[config.mk]
export PLATFORM = sky130hd
export DESIGN_NAME = stpc_top
export DESIGN_NICKNAME = d
export VERILOG_FILES = /design/src/stpc_pkg.sv /design/src/stpc_top.sv
export SDC_FILE = /design/constraint.sdc
export NUM_CORES = 1
export LEC_CHECK = 0
export BUFFER_PORTS_ARGS = -buffer_cell sky130_fd_sc_hd__buf_2
export CAP_MARGIN = 15
export CORE_ASPECT_RATIO = 0.8
export CORE_MARGIN = 5
export CORE_UTILIZATION = 56
export CTS_BUF_LIST = sky130_fd_sc_hd__clkbuf_16
export DETAILED_ROUTE_END_ITERATION = 6
export GPL_TIMING_DRIVEN = 0
export PLACE_DENSITY_LB_ADDON = 0.1
export SKIP_LAST_GASP = 1
export SYNTH_ARGS = -nofsm -noshare
export SYNTH_HDL_FRONTEND = slang
export SYNTH_SLANG_ARGS = --single-unit
[constraint.sdc]
create_clock -name clk -period 1.8 [get_ports clk]
set_clock_uncertainty 0.15 [all_clocks]
set_input_delay 0.36 -clock clk [delete_from_list [all_inputs] [get_ports clk]]
set_output_delay 0.36 -clock clk [all_outputs]
set_load 0.05 [all_outputs]
[src/stpc_pkg.sv]
package stpc_pkg;
  localparam logic [11:0] STPC_OFS_EVEN = 12'h258;
  localparam logic [11:0] STPC_OFS_ODD = 12'h25c;
  localparam logic [11:0] STPC_OFS_PAT0 = 12'h210;
  localparam logic [11:0] STPC_OFS_PAT1 = 12'h214;
  localparam logic [11:0] STPC_OFS_PAT2 = 12'h218;
  localparam logic [11:0] STPC_OFS_PAT3 = 12'h21c;
  localparam logic [11:0] STPC_OFS_ERR = 12'h2f0;
  localparam int STPC_DLY0_LSB = 0;
  localparam int STPC_DLY1_LSB = 2;
  localparam int STPC_UEN_LSB = 16;
  localparam int STPC_PEN_LSB = 24;
  localparam logic [31:0] STPC_CTRL_RST = 32'h0000_0000;
  localparam logic [31:0] STPC_PRBS_POLY = 32'h0060_0001;
  localparam logic [31:0] STPC_PRBS_SEED = 32'h0000_0001;
  localparam logic [3:0] STPC_SYM_0 = 4'h0;
  localparam logic [3:0] STPC_SYM_1 = 4'h1;
  localparam logic [3:0] STPC_SYM_4 = 4'h4;
  localparam logic [3:0] STPC_SYM_8 = 4'h8;
  localparam int STPC_NLANE = 4;
  // cycles from a transmitted symbol to its synchronised echo
  localparam logic [1:0] STPC_ECHO_LAT = 2'h3;
  typedef struct packed {
    logic [1:0] dly;
    logic uen;
    logic pen;
  } stpc_lane_cfg_t;
  typedef struct packed {
    logic [7:0] sym;
    logic valid;
  } stpc_sym_t;
endpackage

[src/stpc_top.sv]
// Notes on behaviour
// - lane 0 user pattern start delayed 0, 1, 4 or 8 symbol times by code.
// - lane 1 uses same delay encoding from bits 3:2 of even register.
// - lane 4 user pattern start delay uses same encoding, odd register bits 1:0.
// - lane 5 delay from odd register bits 3:2, same encoding.
// - even serdes user enable sends 128-bit pattern registers as loopback master.
// - odd serdes user enable sends the same 128-bit pattern.
// - even serdes prbs enable turns on generator and checker; off when clear.
// - odd serdes prbs enable turns on generator and checker; off when clear.
// - user enable clear means no user pattern is transmitted.
//
// Our own choice: the strobed register port.
module stpc_top
  import stpc_pkg::*;
#(
  parameter logic [31:0] PRBS_POLY = STPC_PRBS_POLY
)
(
  input wire logic clk,
  input wire logic nrst,
  input wire logic [11:0] addr,
  input wire logic [31:0] wdata,
  input wire logic wr,
  input wire logic rd,
  output logic [31:0] rdata,
  input wire logic [7:0] rx_sym [STPC_NLANE],
  output stpc_sym_t tx [STPC_NLANE]
);
  logic [31:0] even_r;
  logic [31:0] odd_r;
  logic [31:0] pat_r [4];
  logic [31:0] rdata_r;
  logic [STPC_NLANE-1:0] err_r;
  logic [7:0] rx_s1_r [STPC_NLANE];
  logic [7:0] rx_s2_r [STPC_NLANE];
  logic [127:0] pattern;
  logic [31:0] rd_mux;
  wire hit_even = addr == STPC_OFS_EVEN;
  wire hit_odd = addr == STPC_OFS_ODD;
  wire hit_err = addr == STPC_OFS_ERR;
  wire [3:0] hit_pat = {addr == STPC_OFS_PAT3, addr == STPC_OFS_PAT2,
                        addr == STPC_OFS_PAT1, addr == STPC_OFS_PAT0};
  // error clear is write-one; a new mismatch in the same cycle wins
  wire [STPC_NLANE-1:0] err_clr = (wr && hit_err) ? wdata[STPC_NLANE-1:0] : '0;
  assign pattern = {pat_r[3], pat_r[2], pat_r[1], pat_r[0]};

  always_comb
  begin
    rd_mux = 32'h0000_0000;
    if (hit_even)
      rd_mux = even_r;
    else if (hit_odd)
      rd_mux = odd_r;
    else if (hit_err)
      rd_mux = {28'h000_0000, err_r};
    else
      for (int i = 0; i < 4; i++)
        if (hit_pat[i])
          rd_mux = pat_r[i];
  end

  always_ff @(posedge clk or negedge nrst)
  begin
    if (!nrst)
    begin
      even_r <= STPC_CTRL_RST;
      odd_r <= STPC_CTRL_RST;
      rdata_r <= 32'h0000_0000;
      for (int i = 0; i < 4; i++)
        pat_r[i] <= 32'h0000_0000;
    end
    else
    begin
      if (wr && hit_even)
        even_r <= wdata;
      if (wr && hit_odd)
        odd_r <= wdata;
      for (int i = 0; i < 4; i++)
        if (wr && hit_pat[i])
          pat_r[i] <= wdata;
      rdata_r <= rd ? rd_mux : 32'h0000_0000;
    end
  end
  assign rdata = rdata_r;

  // lane 0,1 -> even register serdes 0,1; lane 2,3 -> odd register serdes 4,5
  genvar g;
  generate
    for (g = 0; g < STPC_NLANE; g++)
    begin : g_lane
      localparam int SUB = g % 2;
      stpc_lane_cfg_t cfg;
      logic [3:0] dly_syms;
      logic [3:0] wait_r;
      logic [3:0] idx_r;
      logic started_r;
      logic [31:0] gen_r;
      logic [31:0] chk_r;
      logic uen_q_r;
      logic [1:0] warm_r;
      stpc_sym_t tx_r;
      wire [31:0] src = (g < 2) ? even_r : odd_r;
      assign cfg.dly = src[STPC_DLY0_LSB + 2*SUB +: 2];
      assign cfg.uen = src[STPC_UEN_LSB + SUB];
      assign cfg.pen = src[STPC_PEN_LSB + SUB];
      assign dly_syms = (cfg.dly == 2'b00) ? STPC_SYM_0 :
                        (cfg.dly == 2'b01) ? STPC_SYM_1 :
                        (cfg.dly == 2'b10) ? STPC_SYM_4 : STPC_SYM_8;
      wire [31:0] gen_nxt = gen_r[31] ? ((gen_r << 1) ^ PRBS_POLY) : (gen_r << 1);
      wire [31:0] chk_nxt = chk_r[31] ? ((chk_r << 1) ^ PRBS_POLY) : (chk_r << 1);
      wire uen_go = cfg.uen && !cfg.pen;
      always_ff @(posedge clk or negedge nrst)
      begin
        if (!nrst)
        begin
          wait_r <= 4'h0;
          idx_r <= 4'h0;
          started_r <= 1'b0;
          uen_q_r <= 1'b0;
          warm_r <= 2'h0;
          gen_r <= STPC_PRBS_SEED;
          chk_r <= STPC_PRBS_SEED;
          rx_s1_r[g] <= 8'h00;
          rx_s2_r[g] <= 8'h00;
          tx_r <= '0;
        end
        else
        begin
          rx_s1_r[g] <= rx_sym[g];
          rx_s2_r[g] <= rx_s1_r[g];
          uen_q_r <= uen_go;
          tx_r <= '0;
          if (uen_go && !uen_q_r)
          begin
            wait_r <= dly_syms;
            started_r <= (dly_syms == STPC_SYM_0);
            idx_r <= 4'h0;
          end
          else if (uen_go && !started_r)
          begin
            if (wait_r <= 4'h1)
              started_r <= 1'b1;
            wait_r <= wait_r - 4'h1;
          end
          else if (uen_go)
          begin
            tx_r.valid <= 1'b1;
            tx_r.sym <= pattern[{idx_r, 3'b000} +: 8];
            idx_r <= idx_r + 4'h1;
          end
          if (!uen_go)
            started_r <= 1'b0;
          if (cfg.pen)
          begin
            gen_r <= gen_nxt;
            // checker holds its seed until the first echo arrives
            if (warm_r == STPC_ECHO_LAT)
              chk_r <= chk_nxt;
            else
              warm_r <= warm_r + 2'h1;
            tx_r.valid <= 1'b1;
            tx_r.sym <= gen_r[7:0];
          end
          else
          begin
            gen_r <= STPC_PRBS_SEED;
            chk_r <= STPC_PRBS_SEED;
            warm_r <= 2'h0;
          end
        end
      end
      assign tx[g] = tx_r;
      // checker compares the delayed partner copy against its own sequence
      wire mism = cfg.pen && (warm_r == STPC_ECHO_LAT) && (rx_s2_r[g] != chk_r[7:0]);
      always_ff @(posedge clk or negedge nrst)
      begin
        if (!nrst)
          err_r[g] <= 1'b0;
        else if (mism)
          err_r[g] <= 1'b1;
        else if (err_clr[g])
          err_r[g] <= 1'b0;
      end
    end
  endgenerate
endmodule

==> impl_metrics.tcl, run 1 <==
set metrics [dict create \
    status "finished with violations" \
    violations "negative hold slack, negative setup slack" \
    crit_family "multiplexers" \
    drv_cap 0 \
    mappedNetlistNets 2221 \
    synth_area_per_cell_sq_um 13.7 \
    crit_type "reg -> reg" \
    vdd_drop_max_mv 0.727 \
    coreArea_sq_mm 0.0513 \
    post-place-ws_ns -1.36 \
    ctsHoldBuffers 64 \
    hold_violations 155 \
    layout_commonest_cell "dfrtp_1" \
    path_clk_slew_ns 0.06 \
    grt_start_max_net_pins 129 \
    syn_area_sq_mm 0.0292 \
    cts_tree "built" \
    initial_core_util 0.569 \
    p_per_area_mw_per_mm2 798 \
    drt-initial-drc-count 2064 \
    antenna_found_initial 5 \
    ant_nets 0 \
    synthArstFlopShare 1.00 \
    grt_pass1_vias 20034 \
    worstPathArrival_ns 2.35 \
    post-dp-hpwl_mm 58.1 \
    dr_total_vias 19679 \
    track_usage 0.305 \
    yosys_warnings 0 \
    cts_buffers 60 \
    wl_mm 87.0 \
    critPathCaptureType "flip-flop" \
    dieArea_sq_mm 0.0568 \
    grt-ovfl-total 0 \
    via_per_inst 6.17 \
    worst-path-buf-inv 3 \
    nNetsFinal 2555 \
    cp.depth 6 \
    h-tree-depth 2 \
    rows 74 \
    io_buffers 145 \
    drive_above_1_share 0.321 \
    path_max_fanout 6 \
    worstSetupStartpointType "flip-flop" \
    fin_setup_tns_ns -5.12 \
    routedWlPerCell_um 27.3 \
    cp_cell_sequence "buf_12 > buf_12 > buf_12 > mux4_2 > mux2i_1 > o211ai_1" \
    power_leakage_uw 0.0157 \
    antenna_cells 0 \
    synth_edf_count 0 \
    cts_root_buf "clkbuf_16" \
    tightest_slew_ns 0.911 \
    gp_congestion 0.972 \
    cts_sinks 632 \
    cp_slowest_cell "mux4_2" \
    fp.dieH_um 214 \
    synth-seq-cells 632 \
    yosysUniqueCellTypes 61 \
    worst_path_largest_cell_delay_ns 0.49 \
    setup_viol 32 \
    grt_pass1_wl_mm 130 \
    die_w_um 265 \
    rr_worst_depth 6 \
    maxSlewViolCount 0 \
    crit_top_cell "buf_12" \
    crit_required_ns 2.06 \
    fin_crit_sh 1.16 \
    max_freq_ghz 0.479 \
    final_cell_mix "dfrtp_1, buf_2, mux2i_1" \
    power.total_uw 28100 \
    final_util 0.686 \
    synthCells 2125 \
    ios 148 \
    drc 0 \
    min_path_type "in -> async" \
    period_needed_ns 2.09 \
    area_growth_pct 20.6 \
    synth_ff_type "dfrtp_1" \
    hold-worst-slack_ns -0.462 \
    cts_buffer_depth 3 \
    synth-seq-area-share 0.542 \
    clk_latency_ns 0.63 \
    setup_ws_ns -0.287 \
    max-slew-margin-rel 0.393 \
    rsz0062_at_grt "true" \
    firstDrtPassIters 5 \
]
cells by family after synthesis:
| logic type | count (synthesis) | synth area share |
|---|---|---|
| AO/OA/AOI/OAI | 207 | 0.0475 |
| XOR/XNOR | 52 | 0.0156 |
| adder cells (fa/ha/maj) | 16 | 0.00686 |
| buffers and inverters | 170 | 0.0298 |
| flip-flops | 632 | 0.542 |
| multiplexers | 508 | 0.252 |
| AND/OR/NAND/NOR | 540 | 0.106 |
sequential cells by signal (all words and copies together) (netlist names):
register / cells
tx: 36
pat_r: 128
rx_s2_r: 32
g_lane.chk_r: 128
g_lane.started_r: 4
rdata: 32
g_lane.gen_r: 128
g_lane.uen_q_r: 4
g_lane.warm_r: 8
g_lane.idx_r: 16
rx_s1_r: 32
err_r: 4
g_lane.src: 32
g_lane.wait_r: 16
even_r: 32
what timing repair did:
action                                  in CTS  in global routing
pin swaps                                   36                 33
hold endpoints to repair                   300                 78
gates resized for setup                    201                 46
endpoints found under the setup margin     342                200
setup buffers                               37                 23
cloned                                       9                  1
report_power, final:
group / leakage (uW) / switching (uW) / internal [uW]
Clock: 0.00101 / 5480 / 7280
Sequential: 0.00864 / 73.2 / 14300
Combinational: 0.00605 / 601 / 348
final cells by class:
class / instances / area (sq um)
plain buffers: 138 / 1240
clock buffers: 61 / 1530
clock inverters: 49 / 437
fillers: 3684 / 16100
inverters: 21 / 82.6
multi-input cells: 1323 / 12800
flip-flops and latches: 632 / 15800
well taps: 684 / 856
repair buffers: 283 / 2430
layer usage:
layer / vias up / routed length [um] / share of wire / track usage
met4: 10 / 2970 / 0.034 / 0.0935
met1: 10208 / 37000 / 0.43 / 0.451
met3: 178 / 8630 / 0.099 / 0.0909
li1: 8359 / - / - / -
met5: - / 66 / 0.00076 / 0
met2: 924 / 38300 / 0.44 / 0.442
synth_stat cells (all sizes together), types with 5 or more instances:
cell type	number	area share
a211oi	10	0.0026
a21oi	57	0.0098
a22oi	28	0.0072
and2	131	0.028
and3	10	0.0021
buf	76	0.018
clkbuf	73	0.0094
dfrtp	624	0.54
dfstp	8	0.0072
ha	16	0.0069
inv	18	0.0023
mux2	192	0.077
mux2i	160	0.055
mux4	156	0.12
nand2	71	0.0091
nand2b	42	0.0090
nand3	11	0.0019
nand4	9	0.0019
nor2	44	0.0057
nor2b	130	0.028
nor3	49	0.0084
nor3b	5	0.0013
nor4	11	0.0024
o211a	8	0.0027
o211ai	32	0.0082
o21ai	31	0.0053
o32ai	5	0.0015
or3	9	0.0019
xnor2	12	0.0036
xor2	40	0.012
per-stage QoR:
stage / instances / area, sq um
6_report: 3191 / 35200
3_3_place_gp: 2954 / 30900
5_1_grt: 3191 / 35200
3_5_place_dp: 2963 / 31100
4_1_cts: 3172 / 34900
2_1_floorplan: 2125 / 29400
worst register-to-register path: stages (launching register included):
cell,delay (ns)
dfrtp_1,0.41
buf_12,0.17
buf_12,0.13
buf_12,0.13
mux4_2,0.49
mux2i_1,0.19
o211ai_1,0.23
worst paths after layout:
kind | start | end | slack, ns
min in group clk | wdata[25] | g_lane[2].src[25]$_DFFE_PN0P_ | 0.07
worst max-delay path | g_lane[0].idx_r[0]$_DFFE_PN0P_ | tx[31]$_DFF_PN0_ | -0.29
worst max register to register | g_lane[0].idx_r[0]$_DFFE_PN0P_ | tx[31]$_DFF_PN0_ | -0.29
max in group asynchronous | nrst | g_lane[1].gen_r[22]$_DFF_PN0_ | 0.48
worst min-delay path | nrst | rx_s2_r[27]$_DFF_PN0_ | -0.46
worst min register to register | rx_s1_r[24]$_DFF_PN0_ | rx_s2_r[24]$_DFF_PN0_ | 0.20
Note: power is estimated with default switching activity, not from simulation.
==> run 2: changes to the inputs <==
--- a/config.mk
+++ b/config.mk
@@ -13,7 +13,8 @@
 export CTS_BUF_LIST = sky130_fd_sc_hd__clkbuf_16
 export DETAILED_ROUTE_END_ITERATION = 6
 export GPL_TIMING_DRIVEN = 0
-export PLACE_DENSITY_LB_ADDON = 0.1
+export PLACE_DENSITY = 0.85
+export SETUP_SLACK_MARGIN = 0.02
 export SKIP_LAST_GASP = 1
 export SYNTH_ARGS = -nofsm -noshare
 export SYNTH_HDL_FRONTEND = slang
==> impl_metrics.tcl, run 2 (same netlist as run 1, synthesis figures left out) <==
set metrics [dict create \
    layout_commonest_cell "dfrtp_1" \
    gp_congestion 1.00 \
    cts_buffer_depth 3 \
    die_w_um 265 \
    p_int_uw 22100 \
    area_growth_pct 20.5 \
    h-tree-depth 2 \
    drc 0 \
    power.total_uw 28300 \
    final_cell_mix "dfrtp_1, mux2i_1, mux4_2" \
    period_needed_ns 2.05 \
    grt_pass1_vias 21139 \
    reg.largest.list "g_lane.chk_r (128), g_lane.gen_r (128), pat_r (128)" \
    ios 148 \
    rsz0062_at_grt "true" \
    p_sw_uw 6220 \
    drv_cap 0 \
    cts_sinks 632 \
    setup_viol 32 \
    ant_nets 0 \
    ctsHoldBuffers 64 \
    clkPwrFrac 0.459 \
    min_path_type "in -> async" \
    r2r_setup_slack_ns -0.25 \
    path_max_fanout 10 \
    track_usage 0.299 \
    initial_core_util 0.569 \
    setup_ws_ns -0.253 \
    worstPathArrival_ns 2.33 \
    grt_start_max_net_pins 120 \
    drt-initial-drc-count 2457 \
    placed_cell_area_sq_mm 0.0312 \
    fin_crit_sh 1.14 \
    status "finished with violations" \
    drive_above_1_share 0.322 \
    via_per_inst 6.36 \
    p_per_area_mw_per_mm2 805 \
    dr_total_vias 20260 \
    post-dp-hpwl_mm 57.1 \
    maxSlewViolCount 0 \
    crit_type "reg -> reg" \
    hold-worst-slack_ns -0.452 \
    dieArea_sq_mm 0.0568 \
    hold_violations 76 \
    nNetsFinal 2549 \
    swShare 0.220 \
    crit_required_ns 2.08 \
    rows 74 \
    wl_mm 86.2 \
    stdcell_count 3188 \
    path_clk_slew_ns 0.06 \
    pwr-share-comb 0.033 \
    max_freq_ghz 0.487 \
    antenna_found_initial 2 \
    routedWlPerCell_um 27.0 \
    violations "negative hold slack, negative setup slack" \
    worstSetupStartpointType "flip-flop" \
    coreArea_sq_mm 0.0513 \
    firstDrtPassIters 6 \
    fin_area_sq_mm 0.0352 \
    cts_root_buf "clkbuf_16" \
    vdd_drop_max_mv 0.721 \
    max-slew-margin-rel 0.493 \
    io_buffers 145 \
    seqPwrFrac 0.508 \
    grt_pass1_wl_mm 130 \
    critPathCaptureType "flip-flop" \
    cts_buffers 60 \
    clk_latency_ns 0.63 \
    grt-ovfl-total 0 \
    power_leakage_uw 0.0157 \
    tightest_slew_ns 0.760 \
    cts_tree "built" \
    dp.cells 2960 \
    fp.dieH_um 214 \
]
## run 2: what timing repair did
action | in CTS | in global routing
endpoints found under the hold margin | 302 | 76
cloned | 6 | 2
pin swaps | 45 | 31
buffers inserted | 40 | 16
resized for setup | 175 | 67
endpoints found under the setup margin | 401 | 230
## run 2: worst paths after layout
| check | depth (start not counted) | endpoint | from |
|---|---|---|---|
| worst max-delay path | 6 | tx[15]$_DFF_PN0_ | g_lane[2].idx_r[0]$_DFFE_PN0P_ |
| worst min-delay path | 1 | rdata[28]$_DFF_PN0_ | nrst |
| worst max register to register | 6 | tx[15]$_DFF_PN0_ | g_lane[2].idx_r[0]$_DFFE_PN0P_ |
| worst min register to register | 0 | rx_s2_r[9]$_DFF_PN0_ | rx_s1_r[9]$_DFF_PN0_ |
| max in group asynchronous | 4 | g_lane[3].chk_r[0]$_DFFE_PN1P_ | nrst |
| min in group clk | 2 | pat_r[89]$_DFFE_PN0P_ | wdata[25] |
## run 2: area by class of cell
cell class | instances | area, sq um
fill | 3432 | 16100
buffer | 137 | 1210
clock buffer | 61 | 1530
tap | 684 | 856
sequential | 632 | 15800
multi-input combinational | 1323 | 12800
clock inverter | 51 | 480
antenna | 1 | 2.50
timing repair buffer | 278 | 2350
inverter | 21 | 86.3
## run 2: worst max-delay path, stage by stage, from the launching register on
cell      delay (ns)
dfrtp_1         0.40
buf_12          0.16
buf_4           0.13
buf_12          0.15
mux4_2          0.55
nand2_1         0.09
o211ai_1        0.20
## run 2: stage by stage
step	setup WS (ns)	utilization	setup TNS, ns	hold WS (ns)
final	-0.253	0.686	-5.45	-0.452
after global routing	-0.270	0.685	-7.14	-0.393
after global placement	-12.10	0.604	-7748.41	0.183
after detailed placement	-1.25	0.608	-295.06	0.186
after CTS	-0.220	0.680	-4.05	-0.433
after floorplan	-0.231	-	-40.47	-0.0856
## run 2: per-layer routing
layer | wire [um] | global-route usage
met1 | 33100 | 0.408
met2 | 38700 | 0.450
met3 | 9940 | 0.0948
met4 | 4490 | 0.129
met5 | 0 | 0
## run 2: power groups by stage
stage | logic [uW] | clock network (uW) | registers [uW]
6_report | 944 | 13000 | 14400
5_1_grt | 1050 | 13700 | 14400
4_1_cts | 937 | 13200 | 14400
3_5_place_dp | 807 | 0 | 14600
3_3_place_gp | 724 | 0 | 14600
2_1_floorplan | 237 | 0 | 14600
==> run 3: changes to the inputs <==
--- a/config.mk
+++ b/config.mk
@@ -6,8 +6,7 @@
 export NUM_CORES = 1
 export LEC_CHECK = 0
 export BUFFER_PORTS_ARGS = -buffer_cell sky130_fd_sc_hd__buf_2
-export CAP_MARGIN = 15
-export CORE_ASPECT_RATIO = 0.8
+export CORE_ASPECT_RATIO = 2
 export CORE_MARGIN = 5
 export CORE_UTILIZATION = 56
 export CTS_BUF_LIST = sky130_fd_sc_hd__clkbuf_16
==> impl_metrics.tcl, run 3 (same netlist as run 1, synthesis figures left out) <==
set metrics [dict create \
    gp_congestion 1.05 \
    crit_type "reg -> reg" \
    multi_input_area_sq_mm 0.0129 \
    post-place-ws_ns -1.18 \
    rr_worst_depth 6 \
    via_per_inst 6.34 \
    rsz0062_at_grt "true" \
    critPathCaptureType "flip-flop" \
    die_w_um 171 \
    h-tree-depth 2 \
    drv_cap 0 \
    io_buffers 145 \
    placed_cell_area_sq_mm 0.0311 \
    path_max_fanout 6 \
    max-slew-margin-rel 0.470 \
    cts_sinks 632 \
    layout_commonest_cell "dfrtp_1" \
    min_path_type "in -> async" \
    wl_mm 95.9 \
    firstDrtPassIters 7 \
    hold-worst-slack_ns -0.512 \
    cts_tree "built" \
    dieArea_sq_mm 0.0571 \
    rr_endpoint "tx[3]$_DFF_PN0_" \
    nNetsFinal 2545 \
    reg.largest.list "g_lane.chk_r (128), g_lane.gen_r (128), pat_r (128)" \
    r2r_start "g_lane[2].src[25]$_DFFE_PN0P_" \
    cts_buffer_depth 3 \
    grt_pass1_wl_mm 141 \
    final_util 0.677 \
    setup_viol 32 \
    grt-ovfl-total 0 \
    r2r_setup_slack_ns -0.40 \
    tightest_slew_ns 0.792 \
    dr_total_vias 20034 \
    fp.dieH_um 333 \
    coreArea_sq_mm 0.0517 \
    cts_buffers 54 \
    setup_ws_ns -0.401 \
    clk_latency_ns 0.64 \
    maxSlewViolCount 0 \
    crit_required_ns 2.09 \
    grt_start_max_net_pins 135 \
    initial_core_util 0.565 \
    drt-initial-drc-count 1714 \
    period_needed_ns 2.20 \
    max_freq_ghz 0.454 \
    track_usage 0.340 \
    final_cell_mix "dfrtp_1, mux4_2, buf_2" \
    vdd_drop_max_mv 0.924 \
    ant_nets 0 \
    drive_above_1_share 0.323 \
    path_clk_slew_ns 0.07 \
    area_growth_pct 19.8 \
    fin_crit_sh 1.22 \
    drc 0 \
    hold_violations 197 \
    ios 148 \
    routedWlPerCell_um 30.3 \
    num-fill-cells 3646 \
    violations "negative hold slack, negative setup slack" \
    worstPathArrival_ns 2.49 \
    grt_pass1_vias 21467 \
    power_leakage_uw 0.0155 \
    fin_area_sq_mm 0.0350 \
    rows 118 \
    ctsHoldBuffers 63 \
    status "finished with violations" \
    cts_root_buf "clkbuf_16" \
    ff_latch_area_sq_mm 0.0158 \
    post-dp-hpwl_mm 66.5 \
    p_per_area_mw_per_mm2 784 \
    worstSetupStartpointType "flip-flop" \
    antenna_found_initial 4 \
]
==> run 3: repair_timing <==
action / in CTS / in global routing
hold endpoints to repair: 358 / 52
buffers inserted: 30 / 33
setup endpoints to repair: 373 / 106
gates resized for setup: 180 / 62
cloned: 3 / 0
pin swaps: 29 / 31
==> run 3: worst max-delay path by stage <==
stage / startpoint / to / slack (ns) / cells after the start
2_1_floorplan: addr[10] / pat_r[66]$_DFFE_PN0P_ / -0.23 / 7
3_3_place_gp: nrst / g_lane[3].chk_r[10]$_DFFE_PN0P_ / -12.01 / 1
4_1_cts: g_lane[3].idx_r[0]$_DFFE_PN0P_ / tx[3]$_DFF_PN0_ / -0.21 / 5
3_5_place_dp: g_lane[2].idx_r[1]$_DFFE_PN0P_ / tx[11]$_DFF_PN0_ / -1.18 / 5
5_1_grt: g_lane[2].src[25]$_DFFE_PN0P_ / tx[3]$_DFF_PN0_ / -0.44 / 6
6_report: g_lane[2].src[25]$_DFFE_PN0P_ / tx[3]$_DFF_PN0_ / -0.40 / 6
==> run 3: final cells by class <==
type | count | share of cell area
clock buffers | 54 | 0.0387
diodes | 5 | 0.000358
well taps | 660 | 0.0236
flip-flops and latches | 632 | 0.453
multi-input cells | 1323 | 0.369
clock inverters | 48 | 0.0130
inverters | 21 | 0.00236
repair buffers | 278 | 0.0636
plain buffers | 139 | 0.0363
==> run 3: metal layers <==
layer	track usage	routed length, um	vias to the layer above	share of wire
met5	0	34	-	0.00035
li1	-	-	8320	-
met1	0.380	31100	10283	0.32
met2	0.565	48000	1040	0.50
met3	0.0587	6390	387	0.067
met4	0.271	10400	4	0.11
==> run 3: critical path: stages, from the launching register on <==
cell      delay [ns]
dfrtp_2         0.47
nand4b_1        0.26
buf_4           0.19
nor3b_4         0.24
buf_6           0.22
a21oi_2         0.09
o211ai_1        0.37
==> run 3: stage by stage <==
step	TNS, ns	instances	total power (uW)
5_1_grt	-7.83	3155	28200
3_5_place_dp	-240.17	2937	15500
4_1_cts	-4.86	3126	27500
2_1_floorplan	-40.47	2125	14900
6_report	-6.69	3160	27400
3_3_place_gp	-7676.28	2930	15400
==> run 3: where the power goes <==
part / switching (uW) / total (uW) / internal [uW]
registers: 85.1 / 14400 / 14300
clock network: 5640 / 12100 / 6440
logic: 603 / 937 / 333
